File: config.mk
export PLATFORM = sky130hd
export DESIGN_NAME = lbc_local_bus_ctrl
export DESIGN_NICKNAME = d
export VERILOG_FILES = /design/src/lbc_pkg.sv /design/src/lbc_clock_divider.sv /design/src/lbc_pulse_stretch.sv /design/src/lbc_local_bus_ctrl.sv
export SDC_FILE = /design/constraint.sdc
export NUM_CORES = 1
export LEC_CHECK = 0
export BUFFER_PORTS_ARGS = -buffer_cell sky130_fd_sc_hd__buf_2
export CORE_ASPECT_RATIO = 0.8
export CORE_UTILIZATION = 60
export DETAILED_ROUTE_END_ITERATION = 8
export PLACE_DENSITY = 0.83
export REMOVE_ABC_BUFFERS = 1
export SLEW_MARGIN = 20
export SYNTH_ARGS = -nofsm -noshare
export SYNTH_HDL_FRONTEND = slang
export SYNTH_SLANG_ARGS = --single-unit
File: constraint.sdc
create_clock -name clk_sys -period 4.4 [get_ports clk_sys]
set_input_delay 0.66 -clock clk_sys [delete_from_list [all_inputs] [get_ports clk_sys]]
set_output_delay 0.66 -clock clk_sys [all_outputs]
set_load 0.01 [all_outputs]
File: src/lbc_pkg.sv
package lbc_pkg;

  // Bus cycle sequencer states, one-hot
  typedef enum logic [3:0] {
    ST_IDLE   = 4'h1,
    ST_STATUS = 4'h2,
    ST_CMD    = 4'h4,
    ST_DONE   = 4'h8
  } lbc_state_t;

  // Wait-state counts per target
  localparam logic [1:0] ROM_WAIT_LOW = 2'h2;
  localparam logic [1:0] ROM_WAIT_HIGH = 2'h3;
  localparam logic [1:0] RAM_WAIT_LOW = 2'h0;
  localparam logic [1:0] RAM_WAIT_HIGH = 2'h1;
  localparam logic [1:0] NO_WAIT = 2'h0;

  // Extra command cycles before the column strobe on slow RAM reads
  localparam logic [1:0] CAS_DELAY_SLOW = 2'h1;
  localparam logic [1:0] CAS_DELAY_FAST = 2'h0;

  // Crystal divider: toggle every half period of the divided clock
  localparam int XTAL_DIVISOR = 12;
  localparam int XTAL_HALF = XTAL_DIVISOR / 2;
  localparam int XTAL_CNT_W = 3;

  // Processor reset pulse length
  localparam int CLK_PERIOD_NS = 4;
  localparam int RESET_HOLD_NS = 1000;
  localparam int RESET_HOLD_CYC = (RESET_HOLD_NS + CLK_PERIOD_NS - 1) / CLK_PERIOD_NS;
  localparam int RESET_CNT_W = 9;

  // Attributes of one bus cycle, captured at its start
  typedef struct packed {
    logic isWrite;
    logic isRead;
    logic isHalt;
    logic isShutdown;
    logic isRom;
    logic isOnboard;
    logic isCoproc;
    logic needSplit;
    logic lowByte;
    logic highByte;
    logic [1:0] waits;
    logic [1:0] casDelay;
  } lbc_cycle_t;

  // A two-way pin as driven: level and its output enable
  typedef struct packed {
    logic out;
    logic oe;
  } lbc_pin_drive_t;

endpackage

File: src/lbc_clock_divider.sv
`timescale 1ns/1ns
// Counts rising edges of a slow input and toggles every HALF edges
module lbc_clock_divider
  import lbc_pkg::*;
#(
  parameter int CNT_W = 3,
  parameter int HALF = 6
) (
  // Clock and reset
  input wire logic clk_sys,
  input wire logic reset_n,
  // Edge in, divided level out
  input wire logic edgeTick,
  output logic divOut
);

  logic [CNT_W-1:0] count_r;
  logic [CNT_W-1:0] count_nxt;
  logic div_r;
  logic div_nxt;
  localparam logic [CNT_W-1:0] LAST = CNT_W'(HALF - 1);

  // Count edges, flip the output at each half period
  always_comb begin
    count_nxt = count_r;
    div_nxt = div_r;
    if (edgeTick) begin
      if (count_r == LAST) begin
        count_nxt = '0;
        div_nxt = ~div_r;
      end else begin
        count_nxt = count_r + CNT_W'(1);
      end
    end
  end

  // Registers only
  always_ff @(posedge clk_sys or negedge reset_n) begin
    if (!reset_n) begin
      count_r <= '0;
      div_r <= 1'b0;
    end else begin
      count_r <= count_nxt;
      div_r <= div_nxt;
    end
  end

  assign divOut = div_r;

endmodule

File: src/lbc_pulse_stretch.sv
`timescale 1ns/1ns
// Holds its output while a level is active, then for LENGTH more cycles
module lbc_pulse_stretch
  import lbc_pkg::*;
#(
  parameter int CNT_W = 9,
  parameter int LENGTH = 250
) (
  // Clock and reset
  input wire logic clk_sys,
  input wire logic reset_n,
  // Trigger and stretched output
  input wire logic trigger,
  output logic pulseOut
);

  logic [CNT_W-1:0] count_r;
  logic [CNT_W-1:0] count_nxt;
  logic out_r;
  logic out_nxt;
  localparam logic [CNT_W-1:0] LOAD = CNT_W'(LENGTH - 1);

  // Reload on trigger; a held trigger keeps the pulse going
  always_comb begin
    count_nxt = count_r;
    out_nxt = out_r;
    if (trigger) begin
      count_nxt = LOAD;
      out_nxt = 1'b1;
    end else if (count_r != '0) begin
      count_nxt = count_r - CNT_W'(1);
    end else begin
      out_nxt = 1'b0;
    end
  end

  // Starts asserted so the processor comes up in reset
  always_ff @(posedge clk_sys or negedge reset_n) begin
    if (!reset_n) begin
      count_r <= LOAD;
      out_r <= 1'b1;
    end else begin
      count_r <= count_nxt;
      out_r <= out_nxt;
    end
  end

  assign pulseOut = out_r;

endmodule

File: src/lbc_local_bus_ctrl.sv
`timescale 1ns/1ns
// Behaviour
// - ROM waits: two when low, three high
// - RAM reads: one wait high, zero low
// - Crystal clock out buffers the oscillator
// - Divided clock is crystal divided by twelve
// - High byte enable gates transceiver, decides splitting
// - DMA drives high byte enable from DMA enables
// - Low-active enables for high and low transceivers
// - Direction high write or idle, low read
// - Direction changes only with both enables off
// - Address strobe each cycle except halt cycles
// - Memory latch strobe low after status phase
// - DMA active low while either DMA enable low
// - CPU reset from supply, soft reset, shutdown
// - Peripheral memory commands driven only outside DMA
// - Soft reset acts on rising edge only
// - Shutdown: addr1 low, memory, both status low
module lbc_local_bus_ctrl
  import lbc_pkg::*;
#(
  parameter int RESET_HOLD = RESET_HOLD_CYC
) (
  // Clock and reset
  input wire logic clk_sys,
  input wire logic reset_n,
  // Processor status and address
  input wire logic cycle_status_0_n,
  input wire logic cycle_status_1_n,
  input wire logic mem_io_select,
  input wire logic cpu_addr_bit0,
  input wire logic cpu_addr_bit1,
  // Target decode and wait selects
  input wire logic rom_select_n,
  input wire logic onboard_mem,
  input wire logic coproc_addr_hit,
  input wire logic rom_wait_select,
  input wire logic ram_read_wait_select,
  // Reset sources
  input wire logic supply_good_in,
  input wire logic soft_reset_request,
  // Crystal oscillator and its clocks
  input wire logic xtal_osc_in,
  output logic crystal_clock_out,
  output logic div12_clock_out,
  // DMA
  input wire logic dma_enable_one_n,
  input wire logic dma_enable_two_n,
  input wire logic system_addr_bit0,
  output logic dma_cycle_active_n,
  // High byte enable, two-way
  input wire logic peripheral_high_byte_enable_n_in,
  output logic peripheral_high_byte_enable_n_out,
  output logic peripheral_high_byte_enable_n_oe,
  // Peripheral memory commands, two-way
  input wire logic periph_mem_write_n_in,
  output logic periph_mem_write_n_out,
  output logic periph_mem_write_n_oe,
  input wire logic periph_mem_read_n_in,
  output logic periph_mem_read_n_out,
  output logic periph_mem_read_n_oe,
  // Transceivers and latches
  output logic high_byte_xcvr_enable_n,
  output logic low_byte_xcvr_enable_n,
  output logic transfer_direction,
  output logic addr_latch_strobe,
  output logic memory_address_latch_strobe,
  output logic byte_split_active,
  // DRAM strobes
  output logic row_strobe_n,
  output logic col_strobe_n,
  // Resets and coprocessor
  output logic cpu_reset_out,
  output logic coproc_select_n,
  output logic coproc_reset,
  // Peripheral commands seen during DMA
  output logic dma_mem_write_seen,
  output logic dma_mem_read_seen
);

  lbc_state_t state_r, state_nxt;
  lbc_cycle_t cyc_r, cyc_nxt, cycNew;
  logic [1:0] waitCnt_r, waitCnt_nxt;
  logic [1:0] cmdCnt_r, cmdCnt_nxt;
  logic splitPhase_r, splitPhase_nxt;
  logic hiEn_r, hiEn_nxt;
  logic loEn_r, loEn_nxt;
  logic dir_r, dir_nxt;
  logic ale_r, ale_nxt;
  logic memLatch_r, memLatch_nxt;
  logic ras_r, ras_nxt;
  logic cas_r, cas_nxt;
  logic coproc_select_r, coproc_select_nxt;
  logic osc_r, oscPrev_r;
  logic softPrev_r;
  logic dmaAct_r, dmaAct_nxt;
  lbc_pin_drive_t bhe_r, bhe_nxt;
  lbc_pin_drive_t memW_r, memW_nxt;
  lbc_pin_drive_t memR_r, memR_nxt;
  logic dmaWrSeen_r, dmaRdSeen_r;
  logic cycleStart, shutdownHit, softEdge, resetTrigger, bheLive, oscRise;

  // Oscillator sampled once; rising edges feed the divider
  always_ff @(posedge clk_sys or negedge reset_n) begin
    if (!reset_n) begin
      osc_r <= 1'b0;
      oscPrev_r <= 1'b0;
      softPrev_r <= 1'b0;
    end else begin
      osc_r <= xtal_osc_in;
      oscPrev_r <= osc_r;
      softPrev_r <= soft_reset_request;
    end
  end

  assign oscRise = osc_r & ~oscPrev_r;
  assign crystal_clock_out = osc_r;

  lbc_clock_divider #(
    .CNT_W(XTAL_CNT_W),
    .HALF(XTAL_HALF)
  ) u_div12 (
    .clk_sys(clk_sys),
    .reset_n(reset_n),
    .edgeTick(oscRise),
    .divOut(div12_clock_out)
  );

  // Reset sources: missing supply, soft reset edge, shutdown status
  assign softEdge = soft_reset_request & ~softPrev_r;
  assign shutdownHit = cycleStart & cycNew.isShutdown;
  assign resetTrigger = ~supply_good_in | softEdge | shutdownHit;

  lbc_pulse_stretch #(
    .CNT_W(RESET_CNT_W),
    .LENGTH(RESET_HOLD)
  ) u_cpu_reset (
    .clk_sys(clk_sys),
    .reset_n(reset_n),
    .trigger(resetTrigger),
    .pulseOut(cpu_reset_out)
  );

  // Coprocessor follows the system reset only; a shutdown restarts the CPU alone
  lbc_pulse_stretch #(
    .CNT_W(RESET_CNT_W),
    .LENGTH(RESET_HOLD)
  ) u_coproc_reset (
    .clk_sys(clk_sys),
    .reset_n(reset_n),
    .trigger(~supply_good_in),
    .pulseOut(coproc_reset)
  );

  // High byte enable as seen internally: ours during DMA, else the pin
  assign bheLive = bhe_r.oe ? bhe_r.out : peripheral_high_byte_enable_n_in;

  // Decode of a new cycle from status lines
  assign cycleStart = (state_r == ST_IDLE) & ~(cycle_status_0_n & cycle_status_1_n);
  always_comb begin
    cycNew = '0;
    cycNew.isWrite = ~cycle_status_0_n & cycle_status_1_n;
    cycNew.isRead = cycle_status_0_n & ~cycle_status_1_n;
    cycNew.isHalt = ~cycle_status_0_n & ~cycle_status_1_n & mem_io_select;
    cycNew.isShutdown = cycNew.isHalt & ~cpu_addr_bit1;
    cycNew.isRom = mem_io_select & ~rom_select_n;
    cycNew.isOnboard = mem_io_select & onboard_mem & rom_select_n;
    cycNew.isCoproc = ~mem_io_select & coproc_addr_hit;
    cycNew.lowByte = ~cpu_addr_bit0;
    cycNew.highByte = ~bheLive;
    // Off-board word access to an even address runs as two byte transfers
    cycNew.needSplit = ~bheLive & ~cpu_addr_bit0 & ~onboard_mem & ~cycNew.isHalt;
    if (cycNew.isRom) begin
      cycNew.waits = rom_wait_select ? ROM_WAIT_HIGH : ROM_WAIT_LOW;
    end else if (cycNew.isOnboard && cycNew.isRead) begin
      cycNew.waits = ram_read_wait_select ? RAM_WAIT_HIGH : RAM_WAIT_LOW;
    end else begin
      cycNew.waits = NO_WAIT;
    end
    cycNew.casDelay = (cycNew.isRead && ram_read_wait_select) ?
                      CAS_DELAY_SLOW : CAS_DELAY_FAST;
  end

  // Cycle sequencer and the strobes that follow it
  always_comb begin
    state_nxt = state_r;
    cyc_nxt = cyc_r;
    waitCnt_nxt = waitCnt_r;
    cmdCnt_nxt = cmdCnt_r;
    splitPhase_nxt = splitPhase_r;
    case (state_r)
      ST_IDLE: begin
        if (cycleStart) begin
          cyc_nxt = cycNew;
          state_nxt = ST_STATUS;
        end
      end
      ST_STATUS: begin
        waitCnt_nxt = cyc_r.waits;
        cmdCnt_nxt = 2'h0;
        splitPhase_nxt = 1'b0;
        state_nxt = cyc_r.isHalt ? ST_DONE : ST_CMD;
      end
      ST_CMD: begin
        if (cmdCnt_r != 2'h3) begin
          cmdCnt_nxt = cmdCnt_r + 2'h1;
        end
        if (waitCnt_r != 2'h0) begin
          waitCnt_nxt = waitCnt_r - 2'h1;
        end else if (cyc_r.needSplit && !splitPhase_r) begin
          splitPhase_nxt = 1'b1;
          waitCnt_nxt = cyc_r.waits;
        end else begin
          state_nxt = ST_DONE;
        end
      end
      ST_DONE: begin
        // Wait for the processor to drop its status before idling
        if (cycle_status_0_n && cycle_status_1_n) begin
          state_nxt = ST_IDLE;
        end
      end
      default: begin
        state_nxt = ST_IDLE;
      end
    endcase
  end

  // Output strobes derived from the next state so they are registered
  always_comb begin
    hiEn_nxt = 1'b0;
    loEn_nxt = 1'b0;
    dir_nxt = dir_r;
    ale_nxt = (state_nxt == ST_STATUS) & ~cyc_nxt.isHalt;
    memLatch_nxt = (state_nxt != ST_CMD);
    ras_nxt = (state_nxt == ST_CMD) & cyc_nxt.isOnboard;
    cas_nxt = ras_nxt & (cmdCnt_nxt >= cyc_nxt.casDelay);
    coproc_select_nxt = (state_nxt == ST_CMD) & cyc_nxt.isCoproc;
    if (state_nxt == ST_CMD && !cyc_nxt.isCoproc) begin
      if (cyc_nxt.needSplit) begin
        loEn_nxt = ~splitPhase_nxt;
        hiEn_nxt = splitPhase_nxt & cyc_nxt.highByte;
      end else begin
        loEn_nxt = cyc_nxt.lowByte;
        hiEn_nxt = cyc_nxt.highByte;
      end
    end
    // Direction moves only on entry to status or idle, when enables are off
    if (state_nxt == ST_STATUS && state_r == ST_IDLE) begin
      dir_nxt = ~cyc_nxt.isRead;
    end else if (state_nxt == ST_IDLE) begin
      dir_nxt = 1'b1;
    end
  end

  // DMA ownership and the two-way pins
  always_comb begin
    dmaAct_nxt = ~(dma_enable_one_n & dma_enable_two_n);
    bhe_nxt.oe = dmaAct_nxt;
    if (!dma_enable_two_n) begin
      bhe_nxt.out = 1'b0;
    end else if (!dma_enable_one_n) begin
      bhe_nxt.out = ~system_addr_bit0;
    end else begin
      bhe_nxt.out = 1'b1;
    end
    // Commands go out only while the processor owns the bus
    memW_nxt.oe = ~dmaAct_nxt;
    memR_nxt.oe = ~dmaAct_nxt;
    memW_nxt.out = ~((state_nxt == ST_CMD) & cyc_nxt.isWrite & mem_io_select);
    memR_nxt.out = ~((state_nxt == ST_CMD) & cyc_nxt.isRead & mem_io_select);
  end

  // All state of the sequencer and of the pins other than the clock and reset outputs
  always_ff @(posedge clk_sys or negedge reset_n) begin
    if (!reset_n) begin
      state_r <= ST_IDLE;
      cyc_r <= '0;
      waitCnt_r <= 2'h0;
      cmdCnt_r <= 2'h0;
      splitPhase_r <= 1'b0;
      hiEn_r <= 1'b0;
      loEn_r <= 1'b0;
      dir_r <= 1'b1;
      ale_r <= 1'b0;
      memLatch_r <= 1'b1;
      ras_r <= 1'b0;
      cas_r <= 1'b0;
      coproc_select_r <= 1'b0;
      dmaAct_r <= 1'b0;
      bhe_r <= '{out: 1'b1, oe: 1'b0};
      memW_r <= '{out: 1'b1, oe: 1'b1};
      memR_r <= '{out: 1'b1, oe: 1'b1};
      dmaWrSeen_r <= 1'b0;
      dmaRdSeen_r <= 1'b0;
    end else begin
      state_r <= state_nxt;
      cyc_r <= cyc_nxt;
      waitCnt_r <= waitCnt_nxt;
      cmdCnt_r <= cmdCnt_nxt;
      splitPhase_r <= splitPhase_nxt;
      hiEn_r <= hiEn_nxt;
      loEn_r <= loEn_nxt;
      dir_r <= dir_nxt;
      ale_r <= ale_nxt;
      memLatch_r <= memLatch_nxt;
      ras_r <= ras_nxt;
      cas_r <= cas_nxt;
      coproc_select_r <= coproc_select_nxt;
      dmaAct_r <= dmaAct_nxt;
      bhe_r <= bhe_nxt;
      memW_r <= memW_nxt;
      memR_r <= memR_nxt;
      // Pin levels are read only while the pins are inputs
      dmaWrSeen_r <= dmaAct_r & ~periph_mem_write_n_in;
      dmaRdSeen_r <= dmaAct_r & ~periph_mem_read_n_in;
    end
  end

  // Pin assignments, active-low where named so
  assign high_byte_xcvr_enable_n = ~hiEn_r;
  assign low_byte_xcvr_enable_n = ~loEn_r;
  assign transfer_direction = dir_r;
  assign addr_latch_strobe = ale_r;
  assign memory_address_latch_strobe = memLatch_r;
  assign byte_split_active = splitPhase_r;
  assign row_strobe_n = ~ras_r;
  assign col_strobe_n = ~cas_r;
  assign coproc_select_n = ~coproc_select_r;
  assign dma_cycle_active_n = ~dmaAct_r;
  assign peripheral_high_byte_enable_n_out = bhe_r.out;
  assign peripheral_high_byte_enable_n_oe = bhe_r.oe;
  assign periph_mem_write_n_out = memW_r.out;
  assign periph_mem_write_n_oe = memW_r.oe;
  assign periph_mem_read_n_out = memR_r.out;
  assign periph_mem_read_n_oe = memR_r.oe;
  assign dma_mem_write_seen = dmaWrSeen_r;
  assign dma_mem_read_seen = dmaRdSeen_r;

endmodule

## After elaboration in Yosys (flattened, before gate mapping)

Index checks and enable logic that the tools add are counted.
W data, S select, Z words.

| cells by class | value |
|---|---|
| add/subtract/negate cells | 5 |
| $lt $le $gt $ge | 1 |
| equality and inequality tests | 14 |
| multiplexer cells | 39 |
| bitwise gates (word level) | 60 |
| reduce and logical (&&, ||, !) cells | 17 |

Operators with widths:

| cell | count |
|---|---|
| $mux W9 | 4 |
| $and A1 B1 Y1 | 29 |
| $not A1 Y1 | 29 |
| $mux W14 | 2 |
| $mux W4 | 5 |
| $mux W1 | 19 |
| $reduce_bool A9 Y1 | 2 |
| $sub A9 B1 Y9 const B | 2 |
| $pmux W4 S4 | 1 |
| $eq A4 B1 Y1 const B | 2 |
| $eq A4 B2 Y1 const B | 2 |
| $eq A4 B3 Y1 const B | 2 |
| $mux W2 | 4 |
| $pmux W2 S2 | 2 |
| $reduce_bool A2 Y1 | 4 |
| $logic_and A1 B1 Y1 | 6 |
| $ne A2 B2 Y1 const B | 3 |
| $reduce_and A2 Y1 | 3 |
| $eq A4 B4 Y1 const B | 1 |
| $ne A4 B3 Y1 const B | 1 |
| $add A3 B1 Y3 const B | 1 |
| $eq A3 B3 Y1 const B | 1 |
| $mux W3 | 1 |
| $ne A3 B3 Y1 const B | 1 |
| 7 further kinds | 9 |

| storage, ports and cells | value |
|---|---|
| register bits after elaboration | 65 |
| bits of input ports | 21 |
| output and inout port bits | 22 |
| logic and storage cells | 176 |

## Longest topological paths before layout

Gate-level depths: netlist of run 1.

| logic depth | value |
|---|---|
| depth in word-level cells | 10 |
| gate-level depth with buffers | 8 |
| depth with buffers taken out | 8 |

## Cells and area by module

From an unflattened synthesis of run 1, not the netlist that was laid out.

| second synthesis, totals | value |
|---|---|
| cells, all modules | 264 |
| area, all modules | 2916.5 µm² |

Modules (own cells, without submodules):

| module | times used | cells each | area an instance (µm²) | sequential area each (µm²) |
|---|---|---|---|---|
| lbc_local_bus_ctrl | 1 | 150 | 1687.9 | 984.7 |
| lbc_pulse_stretch | 2 | 51 | 528.0 | 259.0 |
| lbc_clock_divider | 1 | 12 | 172.7 | 100.1 |

## Worst setup path after synthesis of run 1

Ideal clock, no wire load.

| path | value |
|---|---|
| kind | register to register |
| from | reg state_r[0] |
| to | reg cas_r |
| library setup time | 127 ps |
| arrival | 1949 ps |
| data required time | 4273 ps |
| slack | 2323 ps |
| stages on the path, launching flop included | 8 |
| buffers on the path | 1 |
| period minus slack after synthesis | 2077 ps |
| cell sequence | dfstp_2 -> or4b_1 -> clkbuf_1 -> a22o_1 -> ha_1 -> nand2b_1 -> a21oi_1 -> nor3_1 |

RTL lines:

| what | RTL line | text |
|---|---|---|
| from (decl) | lbc_local_bus_ctrl.sv:81 | `lbc_state_t state_r, state_nxt;` |
| from (signal assigned) | lbc_local_bus_ctrl.sv:297 | `state_r <= state_nxt;` |
| to (signal assigned) | lbc_local_bus_ctrl.sv:308 | `cas_r <= cas_nxt;` |
| to (decl) | lbc_local_bus_ctrl.sv:92 | `logic cas_r, cas_nxt;` |

## Worst setup path after layout of run 1

| path | value |
|---|---|
| from | reg state_r[1] |
| to | reg cas_r |

| between the ends | value |
|---|---|
| cells in the longest elaborated chain, start to end | 7 |
| elaborated cells between the ends (all ways) | 17 |
| classes of those cells | 1 x order compare; 5 x eq/ne; 8 x mux; 3 x bitwise |

Ends and longest elaborated chain:

| what | RTL line | text |
|---|---|---|
| $eq A4 B1 Y1 | lbc_local_bus_ctrl.sv:159, lbc_local_bus_ctrl.sv:191 |  |
| $and A1 B1 Y1 | lbc_local_bus_ctrl.sv:159 | `assign cycleStart = (state_r == ST_IDLE) & ~(cycle_status_0_n & cycle_status_1_n);` |
| $mux W4 | lbc_local_bus_ctrl.sv:193 | `if (cycleStart) begin` |
| $pmux W4 S4 | lbc_local_bus_ctrl.sv:191 | `case (state_r)` |
| $eq A4 B3 Y1 | lbc_local_bus_ctrl.sv:236 | `ras_nxt = (state_nxt == ST_CMD) & cyc_nxt.isOnboard;` |
| $and A1 B1 Y1 | lbc_local_bus_ctrl.sv:236 |  |
| $and A1 B1 Y1 * | lbc_local_bus_ctrl.sv:237 | `cas_nxt = ras_nxt & (cmdCnt_nxt >= cyc_nxt.casDelay);` |
| net cas_nxt | lbc_local_bus_ctrl.sv:92 |  |

The timed path passes the listed nets; every way through them passes the cells marked *.
A chain may end at the register's enable or synchronous reset.

==> metrics.txt, run 1 <==
outcome finished, final reports clean; Final Util 76.16%; initial antenna violation count 0; RSZ-0062 raised after global routing false; worst-path cell chain nor4b_2, nor2_1, a211o_1, ha_1, nand2b_1, a21oi_1, nor3_1; register area share after synthesis 56.48%; Power Dens Cells ~560 nW/µm²; Layout Cells excl Fill 370; Synth area leader dfrtp_1; Clock power frac 28.6%; crit start category flop; nets 333; Worst Skew 0.006423 ns; IO Pins between 40 and 50; clk slew on worst S/H paths 0.07 ns; post-synth top area share 37.04%; CP arrival 2.50 ns; total CTS buffers 9; Post-DRT Antenna Nets 0; Top Family by Delay on Critical Path simple AND/OR/NAND/NOR gates; Root Buffer clkbuf_8; cts repair resizes 0; post-cts hold buffer count 0; final RePlAce weighted congestion ~0.84; Yosys Warn Count 0; DRC Markers 0; Initial DRC Count 104; Max Cap Viol 0; FMAX 438.6 MHz; setup bufs post-CTS 0; Mean Syn Cell Area between 10 and 15 µm²; Critical Path Fanout Max 7; GRT overflow 0; via count 2109; Setup TNS 0 ns; core area roughly 4400 µm²; ys async rst share 100.0%; antenna cell count 0; Synth Instances 259; H-tree depth 3; Setup crit end kind flop; CP Buf/Inv Count 0; Final Cycle Share 51.82%; Post-synth EDFFs 0; Seq pwr share approximately 45%; CTS tree yes; internal power 0.001237 W; Area Growth Syn to Fin 17.06%; fin. max-slew vios 0; first-pass GRT wire length 9.528 mm; Via density 5.700; DP Cell Count 354; Post-synth top flop dfrtp_1; Final setup viols 0; Num Clock Sinks 63; largest net degree at the start of global routing 39; Leak 1.534 nW; GRT Overall Usage 25.54%; Post-Route WL between 5 and 6 mm; die height between 60 and 70 µm; vias in the first global route 2072; drt first pass iters 4; drt wl/cell between 10 and 15 µm; Crit Path Class flop to flop; Tightest Pin Transition 0.8584 ns; Comb power frac 26.5%; critical path required time 4.62 ns; layout cells sized above 1 between 30% and 40%; die span in x 78.89 µm; worst hold path class input pin to async pin; slew margin rel. 42.62%; post-route minimum period 2.280 ns; hpwl dp ~3.8 mm; Peak VDD IR 0.0003360 V; largest cells by area after synthesis dfrtp_1 (37%), dfstp_2 (19%), nand2_1 (3.7%); final hold vios 0; cell row count 21; post-synthesis cell area ~2800 µm²; CTS Buffer Depth 2; post-synth cell types 57; Initial Util 65.06%; most frequent cells in the layout dfrtp_1 (42), buf_2 (42), nand2_1 (28); Clk Latency, worst-skew pair 0.34 ns; die footprint between 5000 and 6000 µm²; number of port buffers 42; Critical-path top delay cell nor4b_2; P_sw 0.0006165 W; Sw Ratio 33.26%; Synth Register Bits 63; CP peak stage delay 0.62 ns
==> per-stage QoR <==
step / area (µm²) / total power (W) / setup slack, ns / hold WS, ns
global placement: 3104 / 0.001304 / 2.243 / 0.4183
global route: 3322 / 0.001975 / 1.874 / 0.3403
finish: 3322 / 0.001853 / 2.120 / 0.3087
detailed placement: 3104 / 0.001325 / 2.142 / 0.4230
CTS: 3322 / 0.001867 / 2.124 / 0.3130
floorplan: 2815 / 0.001158 / 2.347 / 0.3644
==> logic make-up after synthesis <==
kind of cell	count (synthesis)	share of synthesized area, %
simple gates	98	19.75
buf+inv	25	3.439
fa+ha+maj	4	1.764
mux	5	1.808
flops	63	56.48
compound gates	54	13.67
xor+xnor	10	3.086
==> power groups by stage <==
stage / logic [W] / clock network (W) / registers, W
floorplan: 0.000332 / 0 / 0.000826
global placement: 0.000472 / 0 / 0.000832
detailed placement: 0.000488 / 0 / 0.000838
CTS: 0.000493 / 0.000545 / 0.000829
global route: 0.000555 / 0.000572 / 0.000848
finish: 0.000492 / 0.000531 / 0.000831
==> flip-flops by register name, indices dropped and copies added, names as in the netlist, 2 cells and up <==
signal / count
cmdCnt_r: 2
cyc_r: 12
state_r: 4
u_coproc_reset.count_r: 9
u_cpu_reset.count_r: 9
u_div12.count_r: 3
waitCnt_r: 2
==> cell type report <==
class,count,area [µm²]
inverters,20,75.07
clock inverters,4,52.55
flip-flops and latches,63,1603
repair buffers,43,217.7
multi-input cells,171,1137
fillers,280,1040
clock buffers,12,165.2
well taps,57,71.32
==> synthesized netlist by cell type, drive strengths merged, types with 4 or more instances <==
library cell   n
a211oi         6
a21oi         10
a31oi          4
clkbuf         4
dfrtp         42
dfstp         21
ha             4
inv           20
mux2i          4
nand2         28
nand2b         8
nor2          20
nor3           5
nor4b          4
o21ai         13
or3            5
or4b           4
xnor2         10
==> worst register-to-register path: stages (launching register included) <==
cell      delay (ns)
dfrtp_1         0.46
nor4b_2         0.62
nor2_1          0.12
a211o_1         0.31
ha_1            0.31
nand2b_1        0.14
a21oi_1         0.15
nor3_1          0.06
==> final timing paths <==
check / from / end / slack, ns / cells after the start
setup reg to reg: state_r[1] / cas_r / 2.12 / 7
setup / recovery: state_r[1] / cas_r / 2.12 / 7
max in group asynchronous: reset_n / state_r[0] / 3.20 / 2
min in group clk_sys: xtal_osc_in / crystal_clock_out / 0.43 / 1
hold reg to reg: crystal_clock_out / oscPrev_r / 0.43 / 0
hold / removal: reset_n / cyc_r[11] / 0.31 / 1
==> per-layer routing <==
layer  GRT usage, %  routed length, µm  up-vias
met2          37.28               2518       70
met4          8.864                 71        0
li1               -                  -     1011
met1          34.78               2619     1021
met5              0                  0        -
met3          10.00                307        7
Power figures use the tool's default switching activity.
==> run 2: changes to the inputs <==
--- a/config.mk
+++ b/config.mk
@@ -7,9 +7,9 @@
 export LEC_CHECK = 0
 export BUFFER_PORTS_ARGS = -buffer_cell sky130_fd_sc_hd__buf_2
 export CORE_ASPECT_RATIO = 0.8
-export CORE_UTILIZATION = 60
+export CORE_UTILIZATION = 56
 export DETAILED_ROUTE_END_ITERATION = 8
-export PLACE_DENSITY = 0.83
+export PLACE_DENSITY = 0.79
 export REMOVE_ABC_BUFFERS = 1
 export SLEW_MARGIN = 20
 export SYNTH_ARGS = -nofsm -noshare
==> constraint.sdc (replaced) <==
create_clock -name clk_sys -period 2.3 [get_ports clk_sys]
set_input_delay 0.345 -clock clk_sys [delete_from_list [all_inputs] [get_ports clk_sys]]
set_output_delay 0.345 -clock clk_sys [all_outputs]
set_load 0.01 [all_outputs]
==> metrics.txt, run 2 (synthesized netlist as in run 1, its figures left out) <==
crit start category flop (unchanged); Max Cap Viol 0 (unchanged); core area 4735 µm² (was 4362 µm²); die footprint 5358 µm² (was 5010 µm²); H-tree depth 3 (unchanged); Area Growth Syn to Fin 19.18% (was 17.06%); max FFs per register 12 (unchanged); Root Buffer clkbuf_8 (unchanged); P_sw 0.001193 W (was 0.0006165 W); via count 2118 (was 2109); Leak 1.570 nW (was 1.534 nW); first-pass GRT wire length 9.308 mm (was 9.528 mm); cts repair resizes 0 (unchanged); critical path required time 2.51 ns (was 4.62 ns); Comb power frac 27.0% (was 26.5%); Place WS 0.1440 ns (was 2.142 ns); slew margin rel. 57.28% (was 42.62%); Via density 5.618 (was 5.700); Initial DRC Count 109 (was 104); Final setup viols 0 (unchanged); FMAX 457.9 MHz (was 438.6 MHz); Post-DRT Antenna Nets 0 (unchanged); Initial Util 59.94% (was 65.06%); most frequent cells in the layout dfrtp_1 (42), buf_2 (42), nand2_1 (28) (unchanged); fin. max-slew vios 0 (unchanged); Setup TNS 0 ns (unchanged); worst setup margin 0.1161 ns (was 2.120 ns); die span in x 81.59 µm (was 78.89 µm); Clock power frac 29.7% (was 28.6%); Sw Ratio 32.46% (was 33.26%); vias in the first global route 1981 (was 2072); outcome finished, final reports clean (unchanged); hpwl dp 3.995 mm (was 3.794 mm); GRT overflow 0 (unchanged); Num Clock Sinks 63 (unchanged); largest registers cyc_r: 12 flops, u_coproc_reset.count_r: 9 flops, u_cpu_reset.count_r: 9 flops (unchanged); clk slew on worst S/H paths 0.07 ns (about the same); Post-Route WL 5.640 mm (was 5.516 mm); Power Dens Cells 1087 nW/µm² (was 557.9 nW/µm²); Crit Path Class flop to flop (unchanged); final hold vios 0 (unchanged); DRC Markers 0 (unchanged); Tightest Pin Transition 0.6355 ns (was 0.8584 ns); Critical Path Fanout Max 7 (unchanged); cell row count 22 (was 21); drt wl/cell 14.96 µm (was 14.91 µm); Peak VDD IR 0.0005865 V (was 0.0003360 V); post-cts hold buffer count 0 (unchanged); Final Cycle Share 94.95% (was 51.82%); setup slack, reg-to-reg 0.12 ns (was 2.12 ns); GRT Overall Usage 24.16% (was 25.54%); nets 337 (was 333); initial antenna violation count 0 (unchanged); antenna cell count 0 (unchanged); layout cells sized above 1 30.91% (was 30.03%); Setup crit end kind flop (unchanged); Clk Latency, worst-skew pair 0.34 ns (about the same); largest net degree at the start of global routing 64 (was 39); worst hold path class input pin to async pin (unchanged); setup bufs post-CTS 0 (unchanged); post-route minimum period 2.184 ns (was 2.280 ns); Worst Skew 0.009404 ns (was 0.006423 ns); die height 65.67 µm (was 63.51 µm); CTS tree yes (unchanged); CP arrival 2.39 ns (was 2.50 ns); final RePlAce weighted congestion 0.8150 (was 0.8385); total CTS buffers 9 (unchanged); internal power 0.002484 W (was 0.001237 W); Seq pwr share 43.4% (was 44.8%); IO Pins 43 (unchanged); CTS Buffer Depth 2 (unchanged); Reg with most FFs cyc_r (unchanged); drt first pass iters 4 (unchanged); RSZ-0062 raised after global routing false (unchanged); number of port buffers 42 (unchanged)
==> run 2: changes by cell type in the layout (fill, tap and decap cells not counted) <==
cell,delta
clkinvlp_4,-1
buf_4,+3
bufinv_16,+1
buf_12,+1
clkbuf_8,-1
clkinv_2,+1
==> run 2: critical path, cell delays in order (launching register included) <==
cell and delay, ns:
dfrtp_1 0.49, or2b_1 0.26, or3_2 0.45, nor2_1 0.16, a211o_1 0.15, ha_1 0.21
nand2b_1 0.14, a21oi_1 0.14, nor3_1 0.06
==> run 2: power groups by stage <==
stage                     registers [W]  logic (W)  clock network (W)
final                           0.00159   0.000991            0.00109
after global routing            0.00163    0.00109            0.00116
after CTS                       0.00159   0.000993            0.00110
after detailed placement        0.00161   0.000985                  0
after global placement          0.00159   0.000953                  0
after floorplan                 0.00158   0.000634                  0
==> run 2: worst paths after layout <==
| check | start | endpoint | depth (start not counted) |
|---|---|---|---|
| worst min register to register | crystal_clock_out | oscPrev_r | 0 |
| max in group asynchronous | reset_n | u_coproc_reset.count_r[5] | 2 |
| worst max-delay path | state_r[2] | cas_r | 8 |
| worst min-delay path | reset_n | u_cpu_reset.count_r[2] | 2 |
| min in group clk_sys | xtal_osc_in | crystal_clock_out | 1 |
| worst max register to register | state_r[2] | cas_r | 8 |
==> run 2: final cells by class <==
cell class	count	area, µm²
inverter	20	75.07
sequential	63	1603
clock buffer	11	151.4
tap	60	75.07
fill	355	1353
multi-input combinational	171	1137
timing repair buffer	47	260.3
clock inverter	5	80.08
==> run 2: layer usage <==
layer,part of all wire [%],vias up,track usage [%],wire [µm]
met3,6.8,10,9.861,383
met5,0,-,0,0
li1,-,1019,-,-
met4,1.5,0,8.114,85
met2,46,65,35.10,2597
met1,46,1024,32.78,2574
==> run 2: metrics by stage <==
stage,util [%],hold slack [ns],instances,total power (W),area [µm²]
floorplan,-,0.04941,254,0.002215,2815
global placement,66.54,0.3781,361,0.002546,3151
detailed placement,66.54,0.3758,361,0.002597,3151
CTS,71.43,0.01282,377,0.003691,3382
global route,71.43,0.01853,377,0.003882,3382
finish,71.43,0.002225,377,0.003677,3382
